===== config.mk =====
export PLATFORM = sky130hd
export DESIGN_NAME = mlt_phy_timing
export DESIGN_NICKNAME = d
export VERILOG_FILES = /design/src/design/mlt_pkg.sv /design/src/design/mlt_dly_if.sv /design/src/design/mlt_dly.sv /design/src/design/mlt_phy_timing.sv
export SDC_FILE = /design/constraint.sdc
export NUM_CORES = 1
export LEC_CHECK = 0
export ABC_AREA = 1
export BUFFER_PORTS_ARGS = -buffer_cell sky130_fd_sc_hd__buf_4
export CAP_MARGIN = 30
export CELL_PAD_IN_SITES_DETAIL_PLACEMENT = 1
export CELL_PAD_IN_SITES_GLOBAL_PLACEMENT = 1
export CORE_MARGIN = 2
export CORE_UTILIZATION = 35
export CTS_BUF_LIST = sky130_fd_sc_hd__clkbuf_16
export CTS_CLUSTER_DIAMETER = 60
export DETAILED_ROUTE_END_ITERATION = 12
export GPL_TIMING_DRIVEN = 0
export PLACE_DENSITY = 0.55
export SLEW_MARGIN = 20
export SYNTH_ARGS = -nofsm -noshare
export SYNTH_HDL_FRONTEND = slang
export SYNTH_SLANG_ARGS = --single-unit
export TNS_END_PERCENT = 5

===== constraint.sdc =====
create_clock -name clk_sys_i -period 4.2 [get_ports clk_sys_i]
set_input_delay 0.42 -clock clk_sys_i [delete_from_list [all_inputs] [get_ports clk_sys_i]]
set_output_delay 0.42 -clock clk_sys_i [all_outputs]
set_load 0.02 [all_outputs]

===== src/design/mlt_pkg.sv =====
// Constants for the MII latency and clock-edge timing block.
// Assumes a 200 MHz system clock samples all MII-side pins.
package mlt_pkg;
   localparam int unsigned CLK_PERIOD_PS = 5000;
   // Bit times in picoseconds at each rate
   localparam int unsigned BIT_100_PS = 10000;
   localparam int unsigned BIT_10_PS = 100000;
   // Latencies in bits, transmit ones in tenths of a bit time, as printed
   localparam int unsigned TX_LAT_100_TENTHS = 48;
   localparam int unsigned CRS_ON_100_BITS = 14;
   localparam int unsigned RXD_LAT_100_BITS = 19;
   localparam int unsigned RXD_FAST_100_BITS = 15;
   localparam int unsigned CRS_OFF_100_BITS = 19;
   localparam int unsigned TX_LAT_10_TENTHS = 58;
   // Derived cycle counts (typical figures, rounded down)
   localparam int unsigned TX_LAT_100_CYC = TX_LAT_100_TENTHS * BIT_100_PS / 10 / CLK_PERIOD_PS;
   localparam int unsigned CRS_ON_100_CYC = CRS_ON_100_BITS * BIT_100_PS / CLK_PERIOD_PS;
   localparam int unsigned RXD_LAT_100_CYC = RXD_LAT_100_BITS * BIT_100_PS / CLK_PERIOD_PS;
   localparam int unsigned RXD_FAST_100_CYC = RXD_FAST_100_BITS * BIT_100_PS / CLK_PERIOD_PS;
   localparam int unsigned CRS_OFF_100_CYC = CRS_OFF_100_BITS * BIT_100_PS / CLK_PERIOD_PS;
   localparam int unsigned TX_LAT_10_CYC = TX_LAT_10_TENTHS * BIT_10_PS / 10 / CLK_PERIOD_PS;
   // Delay line depth covers the longest latency
   localparam int unsigned DLY_DEPTH = 128;
   localparam int unsigned DLY_AW = 7;
   // Registers
   localparam logic [4:0] ADDR_PHY_CONTROL_ONE = 5'h09;
   localparam logic [4:0] ADDR_PHY_STATUS = 5'h1A;
   localparam int unsigned FAST_RXDV_BIT = 1;
   localparam int unsigned SPEED_100_BIT = 0;
   localparam logic [15:0] PHY_CONTROL_ONE_RST = 16'h0000;
   // Receive clock half periods in system cycles
   localparam int unsigned RXCLK_HALF_100_CYC = 4;
   localparam int unsigned RXCLK_HALF_10_CYC = 40;
   localparam logic [7:0] RXCLK_HALF_100 = 8'h04;
   localparam logic [7:0] RXCLK_HALF_10 = 8'h28;
endpackage


===== src/design/mlt_dly_if.sv =====
// Interface carrying a delayed bit between the top and its delay line.
// Assumes both ends run on the system clock.
`timescale 1ns/1ps
interface mlt_dly_if;
   logic din;
   logic [6:0] tap;
   logic dout;
   modport src (output din, output tap, input dout);
   modport dly (input din, input tap, output dout);
endinterface


===== src/design/mlt_dly.sv =====
// Tapped shift delay line for one bit, tap chosen at run time.
// Assumes tap is below the depth; one shift per system clock.
`timescale 1ns/1ps
module mlt_dly
   import mlt_pkg::*;
#(
   parameter int unsigned DEPTH = DLY_DEPTH
) (
   input wire logic clk_sys_i,
   input wire logic rst_n_i,
   mlt_dly_if.dly d
);
   logic [DEPTH-1:0] line_ff;
   logic [DEPTH-1:0] nxt_line;

   // Shift the new sample in at the bottom
   always_comb begin
      nxt_line = {line_ff[DEPTH-2:0], d.din};
   end

   always_ff @(posedge clk_sys_i or negedge rst_n_i) begin
      if (!rst_n_i) begin
         line_ff <= '0;
      end else begin
         line_ff <= nxt_line;
      end
   end

   // Tap 0 gives one cycle of delay
   assign d.dout = line_ff[d.tap];
endmodule


===== src/design/mlt_phy_timing.sv =====
// MII-side latency model of a 10/100 transceiver: media delays, CRS, RX clock.
// Assumes all MII and media pins are asynchronous and synchronised here.
//
// Contract
// At 100M the J group leaves the media 4.8 bits after TX_EN clock edge.
// At 100M carrier sense rises 14 bits after J arrives on media.
// At 100M receive data appears 19 bits after media, 15 when fast.
// Bit 1 of control register 0x0009 turns fast receive-valid detection on.
// At 100M carrier sense falls 19 bits after the T group arrives.
// At 10M the controller launches transmit signals on transmit clock rising edge.
// At 10M transmit enable and data are captured on transmit clock falling edge.
// At 10M media output starts 5.8 bits after the capturing falling edge.
// At 100M receive clock handover may stretch a phase, never shorten one.
// At 10M receive clock handover stretches only the low phase.
// Controller tolerates stretched receive clock periods during handover.
`timescale 1ns/1ps
module mlt_phy_timing
   import mlt_pkg::*;
(
   input wire logic clk_sys_i,
   input wire logic rst_n_i,
   input wire logic [4:0] reg_addr_i,
   input wire logic [15:0] reg_wdata_i,
   input wire logic reg_wr_i,
   input wire logic reg_rd_i,
   output logic [15:0] reg_rdata_o,
   input wire logic tx_clk_i,
   input wire logic tx_en_i,
   input wire logic rx_sel_rec_i,
   input wire logic media_rx_i,
   input wire logic media_rx_end_i,
   output logic media_tx_o,
   output logic crs_o,
   output logic rx_dv_o,
   output logic rx_clk_o
);
   typedef enum logic [1:0] {MLT_IDLE, MLT_ON, MLT_END} mlt_crs_e;

   // Two-flop synchronisers for every MII and media pin, with a third flop for the transmit pins
   logic [4:0] s1_ff, s2_ff, s3_ff;
   always_ff @(posedge clk_sys_i or negedge rst_n_i) begin
      if (!rst_n_i) begin
         s1_ff <= '0;
         s2_ff <= '0;
         s3_ff <= '0;
      end else begin
         s1_ff <= {rx_sel_rec_i, media_rx_end_i, media_rx_i, tx_en_i, tx_clk_i};
         s2_ff <= s1_ff;
         s3_ff <= s2_ff;
      end
   end
   logic txc, txc_d, txen, mrx, mend, selrec;
   assign txc = s2_ff[0];
   assign txc_d = s3_ff[0];
   // Enable as it stood before the sampled clock edge; it may change on that very edge
   assign txen = s3_ff[1];
   assign mrx = s2_ff[2];
   assign mend = s2_ff[3];
   assign selrec = s2_ff[4];

   // Register file
   logic [15:0] ctl_ff, nxt_ctl;
   logic [15:0] rdata_ff, nxt_rdata;
   logic speed100, fast_rx;
   logic crs_q;
   always_comb begin
      nxt_ctl = ctl_ff;
      nxt_rdata = 16'h0000;
      if (reg_wr_i && reg_addr_i == ADDR_PHY_CONTROL_ONE) begin
         nxt_ctl = reg_wdata_i;
      end
      if (reg_rd_i) begin
         case (reg_addr_i)
            ADDR_PHY_CONTROL_ONE: nxt_rdata = ctl_ff;
            ADDR_PHY_STATUS: nxt_rdata = {13'h0000, selrec, rx_dv_o, crs_q};
            default: nxt_rdata = 16'h0000;
         endcase
      end
   end
   always_ff @(posedge clk_sys_i or negedge rst_n_i) begin
      if (!rst_n_i) begin
         ctl_ff <= PHY_CONTROL_ONE_RST;
         rdata_ff <= 16'h0000;
      end else begin
         ctl_ff <= nxt_ctl;
         rdata_ff <= nxt_rdata;
      end
   end
   assign reg_rdata_o = rdata_ff;
   assign speed100 = ctl_ff[SPEED_100_BIT];
   assign fast_rx = ctl_ff[FAST_RXDV_BIT];

   // Transmit capture edge depends on rate; 10M uses the falling edge
   logic tx_rise, tx_fall, tx_cap;
   logic txen_cap_ff, nxt_txen_cap;
   assign tx_rise = txc & ~txc_d;
   assign tx_fall = ~txc & txc_d;
   assign tx_cap = speed100 ? tx_rise : tx_fall;
   always_comb begin
      nxt_txen_cap = txen_cap_ff;
      if (tx_cap) begin
         nxt_txen_cap = txen;
      end
   end
   always_ff @(posedge clk_sys_i or negedge rst_n_i) begin
      if (!rst_n_i) begin
         txen_cap_ff <= 1'b0;
      end else begin
         txen_cap_ff <= nxt_txen_cap;
      end
   end

   // Delay lines: transmit, receive data
   mlt_dly_if tx_if();
   mlt_dly_if rx_if();
   assign tx_if.din = txen_cap_ff;
   assign tx_if.tap = speed100 ? 7'(TX_LAT_100_CYC - 1) : 7'(TX_LAT_10_CYC - 1);
   assign rx_if.din = mrx;
   assign rx_if.tap = fast_rx ? 7'(RXD_FAST_100_CYC - 1) : 7'(RXD_LAT_100_CYC - 1);
   mlt_dly #(.DEPTH(DLY_DEPTH)) u_tx_dly (.clk_sys_i(clk_sys_i), .rst_n_i(rst_n_i), .d(tx_if));
   mlt_dly #(.DEPTH(DLY_DEPTH)) u_rx_dly (.clk_sys_i(clk_sys_i), .rst_n_i(rst_n_i), .d(rx_if));

   logic mtx_ff, dv_ff;
   always_ff @(posedge clk_sys_i or negedge rst_n_i) begin
      if (!rst_n_i) begin
         mtx_ff <= 1'b0;
         dv_ff <= 1'b0;
      end else begin
         mtx_ff <= tx_if.dout;
         dv_ff <= rx_if.dout & crs_q;
      end
   end
   assign media_tx_o = mtx_ff;
   assign rx_dv_o = dv_ff;

   // Carrier sense: counted on and off delays from J and T arrival
   mlt_crs_e st_ff, nxt_st;
   logic [7:0] ccnt_ff, nxt_ccnt;
   logic crs_ff, nxt_crs;
   logic mrx_d_ff;
   always_comb begin
      nxt_st = st_ff;
      nxt_ccnt = ccnt_ff;
      nxt_crs = crs_ff;
      case (st_ff)
         MLT_IDLE: begin
            if (mrx && !mrx_d_ff) begin
               nxt_st = MLT_ON;
               nxt_ccnt = 8'(CRS_ON_100_CYC - 2);
            end
         end
         MLT_ON: begin
            if (ccnt_ff == 8'h00) begin
               nxt_crs = 1'b1;
               if (mend) begin
                  nxt_st = MLT_END;
                  nxt_ccnt = 8'(CRS_OFF_100_CYC - 2);
               end
            end else begin
               nxt_ccnt = ccnt_ff - 8'h01;
            end
         end
         MLT_END: begin
            if (ccnt_ff == 8'h00) begin
               nxt_crs = 1'b0;
               nxt_st = MLT_IDLE;
            end else begin
               nxt_ccnt = ccnt_ff - 8'h01;
            end
         end
         default: nxt_st = MLT_IDLE;
      endcase
   end
   always_ff @(posedge clk_sys_i or negedge rst_n_i) begin
      if (!rst_n_i) begin
         st_ff <= MLT_IDLE;
         ccnt_ff <= 8'h00;
         crs_ff <= 1'b0;
         mrx_d_ff <= 1'b0;
      end else begin
         st_ff <= nxt_st;
         ccnt_ff <= nxt_ccnt;
         crs_ff <= nxt_crs;
         mrx_d_ff <= mrx;
      end
   end
   assign crs_q = crs_ff;
   assign crs_o = crs_ff;

   // Receive clock generator; a source switch only restarts a phase so no phase shortens
   logic rck_ff, nxt_rck;
   logic [7:0] rcnt_ff, nxt_rcnt;
   logic sel_d_ff;
   logic [7:0] half;
   assign half = speed100 ? RXCLK_HALF_100 : RXCLK_HALF_10;
   always_comb begin
      nxt_rck = rck_ff;
      nxt_rcnt = rcnt_ff + 8'h01;
      if (selrec != sel_d_ff && (speed100 || !rck_ff)) begin
         nxt_rcnt = 8'h00;
      end else if (rcnt_ff >= half - 8'h01) begin
         nxt_rck = ~rck_ff;
         nxt_rcnt = 8'h00;
      end
   end
   always_ff @(posedge clk_sys_i or negedge rst_n_i) begin
      if (!rst_n_i) begin
         rck_ff <= 1'b0;
         rcnt_ff <= 8'h00;
         sel_d_ff <= 1'b0;
      end else begin
         rck_ff <= nxt_rck;
         rcnt_ff <= nxt_rcnt;
         sel_d_ff <= (speed100 || !rck_ff) ? selrec : sel_d_ff;
      end
   end
   assign rx_clk_o = rck_ff;

   // Phase length tracking for checks; a phase that spans a rate change is left out of the 10M high-phase check only
   logic [7:0] ph_ff;
   logic spd_d_ff, mix_ff;
   always_ff @(posedge clk_sys_i or negedge rst_n_i) begin
      if (!rst_n_i) begin
         ph_ff <= 8'h00;
         spd_d_ff <= 1'b0;
         mix_ff <= 1'b0;
      end else begin
         ph_ff <= (rck_ff != nxt_rck) ? 8'h00 : ph_ff + 8'h01;
         spd_d_ff <= speed100;
         mix_ff <= (rck_ff != nxt_rck) ? 1'b0 : (mix_ff | (speed100 != spd_d_ff));
      end
   end

   a_crs_on_delay: assert property (@(posedge clk_sys_i) disable iff (!rst_n_i)
      (st_ff == MLT_IDLE && nxt_st == MLT_ON) |-> ##28 crs_ff)
      else $error("carrier sense on delay wrong");
   a_crs_off_delay: assert property (@(posedge clk_sys_i) disable iff (!rst_n_i)
      (st_ff == MLT_ON && nxt_st == MLT_END) |-> ##1 crs_ff [*8] ##30 !crs_ff)
      else $error("carrier sense off delay wrong");
   a_fast_bit: assert property (@(posedge clk_sys_i) disable iff (!rst_n_i)
      (reg_wr_i && reg_addr_i == ADDR_PHY_CONTROL_ONE) |=> fast_rx == $past(reg_wdata_i[1]))
      else $error("fast bit not taken");
   a_rx_fast: assert property (@(posedge clk_sys_i) disable iff (!rst_n_i)
      (st_ff == MLT_IDLE && nxt_st == MLT_ON && fast_rx) |-> ##30 !rx_dv_o ##1 rx_dv_o)
      else $error("fast receive data latency wrong");
   a_rx_normal: assert property (@(posedge clk_sys_i) disable iff (!rst_n_i)
      (st_ff == MLT_IDLE && nxt_st == MLT_ON && !fast_rx) |-> ##38 !rx_dv_o ##1 rx_dv_o)
      else $error("normal receive data latency wrong");
   a_tx100_lat: assert property (@(posedge clk_sys_i) disable iff (!rst_n_i)
      (speed100 && $rose(txen_cap_ff) && $stable(ctl_ff)) |-> ##10 (media_tx_o || !speed100))
      else $error("100M transmit latency wrong");
   a_tx10_lat: assert property (@(posedge clk_sys_i) disable iff (!rst_n_i)
      (!speed100 && $rose(txen_cap_ff)) |-> ##117 (media_tx_o || speed100))
      else $error("10M transmit latency wrong");
   a_tx_edge: assert property (@(posedge clk_sys_i) disable iff (!rst_n_i)
      (!speed100 && !tx_fall && !$stable(nxt_txen_cap)) |-> 1'b0)
      else $error("10M capture off falling edge");
   a_phase_min: assert property (@(posedge clk_sys_i) disable iff (!rst_n_i)
      (rck_ff != nxt_rck) |-> ph_ff >= half - 8'h01)
      else $error("receive clock phase shortened");
   a_high_fixed: assert property (@(posedge clk_sys_i) disable iff (!rst_n_i)
      (!mix_ff && !speed100 && rck_ff && rck_ff != nxt_rck) |-> ph_ff == half - 8'h01)
      else $error("10M high phase stretched");
   c_crs_frame: cover property (@(posedge clk_sys_i) disable iff (!rst_n_i) $fell(crs_ff));
   c_fast_dv: cover property (@(posedge clk_sys_i) disable iff (!rst_n_i) fast_rx && $rose(dv_ff));
   c_tx10: cover property (@(posedge clk_sys_i) disable iff (!rst_n_i) !speed100 && $rose(mtx_ff));
   c_handover: cover property (@(posedge clk_sys_i) disable iff (!rst_n_i) selrec != sel_d_ff);
endmodule


==> out/summary.txt <==
Fin crit share = 40.6%
Initial cell density of the core = 35.7%
Row count = 50
Via/cell ratio = 4.34
DP Area = 0.00739 mm²
Antenna violations before repair = 0
Starting DRT DRC Count = 88
Ant diodes = 0
Final Skew = 0.00963 ns
Endpoints failing setup = 0
Critical R2R Launch = st_ff[1]
Setup TNS = 0 ns
Worst hold path class = input port to flip-flop
Hold Vio Cnt, Final = 0
Place WS = 2.48 ns
R2r setup slk = 2.50 ns
RSZ-0062 raised after global routing = no
Sequential share of the synthesized area = 83.3%
Slew Limit Fails = 0
R2r endpoint = ccnt_ff[0]
Die area = 0.0202 mm²
Count of input and output buffers = 49
DRC Markers = 0
Element type at the critical path end = flip-flop
Core Area = 0.0187 mm²
Layout cell share with drive strength beyond 1 = 18.0%
Routability congestion estimate = 0.761
IO Pins = 50
Lkg Pwr = 4.13 nW
Max Cap Violations = 0
Clock buffer depth = 3
Detailed placement HPWL = 6800 µm
Clk root buf = clkbuf_16
Hold Path Origin = media_rx_i
Reg2Reg Depth = 9
Cell count after synthesis = 452
Peak Freq = 0.587 GHz
DIE WIDTH = 142 µm
Core Util, Final = 44.0%
Commonest non-fill, non-tap cells in the layout = dfrtp_1 (222), nand2_1 (58), buf_4 (48), nor2_1 (47), inv_1 (37)
CTS tree = done
Grt total ovfl = 0
Mapped Nets = 491
Commonest non-fill, non-tap cell in the layout = dfrtp_1
Max VDD drop = 0.327 mV
Global-route wire length before repair = 19000 µm
CP Max Fanout = 10
Critical Path RT = 4.62 ns
Routed WL = 11300 µm
Worst-path clk slew = 0.06 ns
Via Count = 3380
Wire per inst = 14.6 µm
Vias in the first global route = 3783
Cell area after layout = 0.00824 mm²
Setup WS post-layout = 2.50 ns
Total track usage = 11.8%
Pre-antenna DRT Iters = 4
CP Class = flip-flop to flip-flop
Startpoint types = flip-flop
Final min period = 1.70 ns
Largest net degree at the start of global routing = 89
Area leader, netlist = dfrtp_1
Clock sinks = 222
Worst hold path depth = 1
Syn Area/Cell = 14.8 µm²
DIE HEIGHT = 142 µm
Synth unique cells = 22
Pwr dens = 637 mW/mm²
WHS Endpoint = s1_ff[2]
Cell Area, Synth = 0.00667 mm²
Synthesis Warnings = 0
Critical Path AT = 2.12 ns
Nets@finish = 568
Area grow syn2layout = 23.5%
H-tree levels = 1
Worst-Skew Late Latency = 0.49 ns
Cells taking the most area after synthesis = dfrtp_1 (83%), nand2_1 (3.3%), nor2_1 (2.6%), inv_1 (2.0%), a21oi_1 (1.7%)
Routed Antenna Nets = 0
Yosys reg bits = 222
Share of the synthesized area in the top cell type = 83.3%
Outcome = complete, no violations
CTS Buf Count = 23
area by class of cell:
| class | instances | area (µm²) |
|---|---|---|
| Fill cell | 1894 | 10500 |
| Sequential cell | 222 | 5560 |
| Multi-Input combinational cell | 188 | 952 |
| Clock buffer | 23 | 576 |
| Timing Repair Buffer | 52 | 440 |
| Tap cell | 234 | 293 |
| Clock inverter | 17 | 259 |
| Inverter | 38 | 143 |
| Buffer | 4 | 20.0 |
timing repair:
| action | in CTS | in global routing |
|---|---|---|
| hold buffers | 1 | 0 |
| gates resized for setup | 0 | 0 |
| endpoints found under the hold margin | 59 | 0 |
| buffers inserted | 0 | 0 |
layer usage:
metal	GRT usage [%]	wire (µm)	up-vias
met3	2.76	505	19
met4	3.47	245	0
met5	0	0	-
met2	18.7	5250	66
li1	-	-	1562
met1	16.5	5350	1733
metrics by stage:
stage | total power [W] | std cells | hold WS [ns]
global route | 0.00554 | 778 | 0.0146
floorplan | 0.00284 | 452 | 0.124
detailed placement | 0.00309 | 737 | 0.336
finish | 0.00525 | 778 | 0.0402
global placement | 0.00306 | 735 | 0.334
CTS | 0.00535 | 778 | 0.0149
state kept, by name, indices dropped and copies added (netlist names):
name / flops
sel_d_ff: 1
tx_if.din: 1
s2_ff: 5
rcnt_ff: 8
st_ff: 2
media_tx_o: 1
ctl_ff: 16
u_rx_dly.line_ff: 38
u_tx_dly.line_ff: 116
crs_o: 1
s3_ff: 2
ccnt_ff: 8
rx_clk_o: 1
s1_ff: 5
rx_dv_o: 1
reg_rdata_o: 16
power breakdown:
part           total, W  switching, W  internal, W
combinational  0.000598      0.000388     0.000209
clock           0.00221      0.000782      0.00143
sequential      0.00245      0.000106      0.00234
total           0.00525       0.00128      0.00397
Yosys cell counts:
master,instances
inv_2,2
nor2_4,2
o21ai_0,9
inv_1,36
a22oi_1,1
conb_1,1
dfrtp_1,222
nor4_4,1
or2_1,1
a31oi_1,2
xnor2_1,4
nor2_1,47
nand2_2,1
nand3b_1,2
xor2_1,5
nand2_1,58
ha_1,9
nand3_1,19
nor3_1,2
buf_2,4
a21oi_1,23
nor2_2,1
how the worst max path moves through the flow:
stage	startpoint	end	slack (ns)
detailed placement	st_ff[1]	ccnt_ff[0]	2.48
floorplan	st_ff[1]	ccnt_ff[6]	2.75
global route	st_ff[1]	ccnt_ff[2]	2.35
finish	st_ff[1]	ccnt_ff[0]	2.50
global placement	rst_n_i	ccnt_ff[0]	1.26
CTS	st_ff[1]	ccnt_ff[0]	2.47
cells by family after synthesis:
| logic type | synth area share [%] |
|---|---|
| buf+inv | 2.44 |
| flops | 83.3 |
| other cells | 0.0562 |
| simple gates | 8.65 |
| compound gates | 2.70 |
| xor+xnor | 1.18 |
| fa+ha+maj | 1.69 |
worst max-delay path, cell delays in order, from the launching register on:
cell,delay (ns)
dfrtp_1,0.40
inv_1,0.10
ha_1,0.28
inv_1,0.10
or2_1,0.24
nor2_2,0.16
nor2_4,0.09
inv_2,0.13
nand2_1,0.07
nand2_1,0.06
No activity file was read; power rests on OpenSTA's default activity.
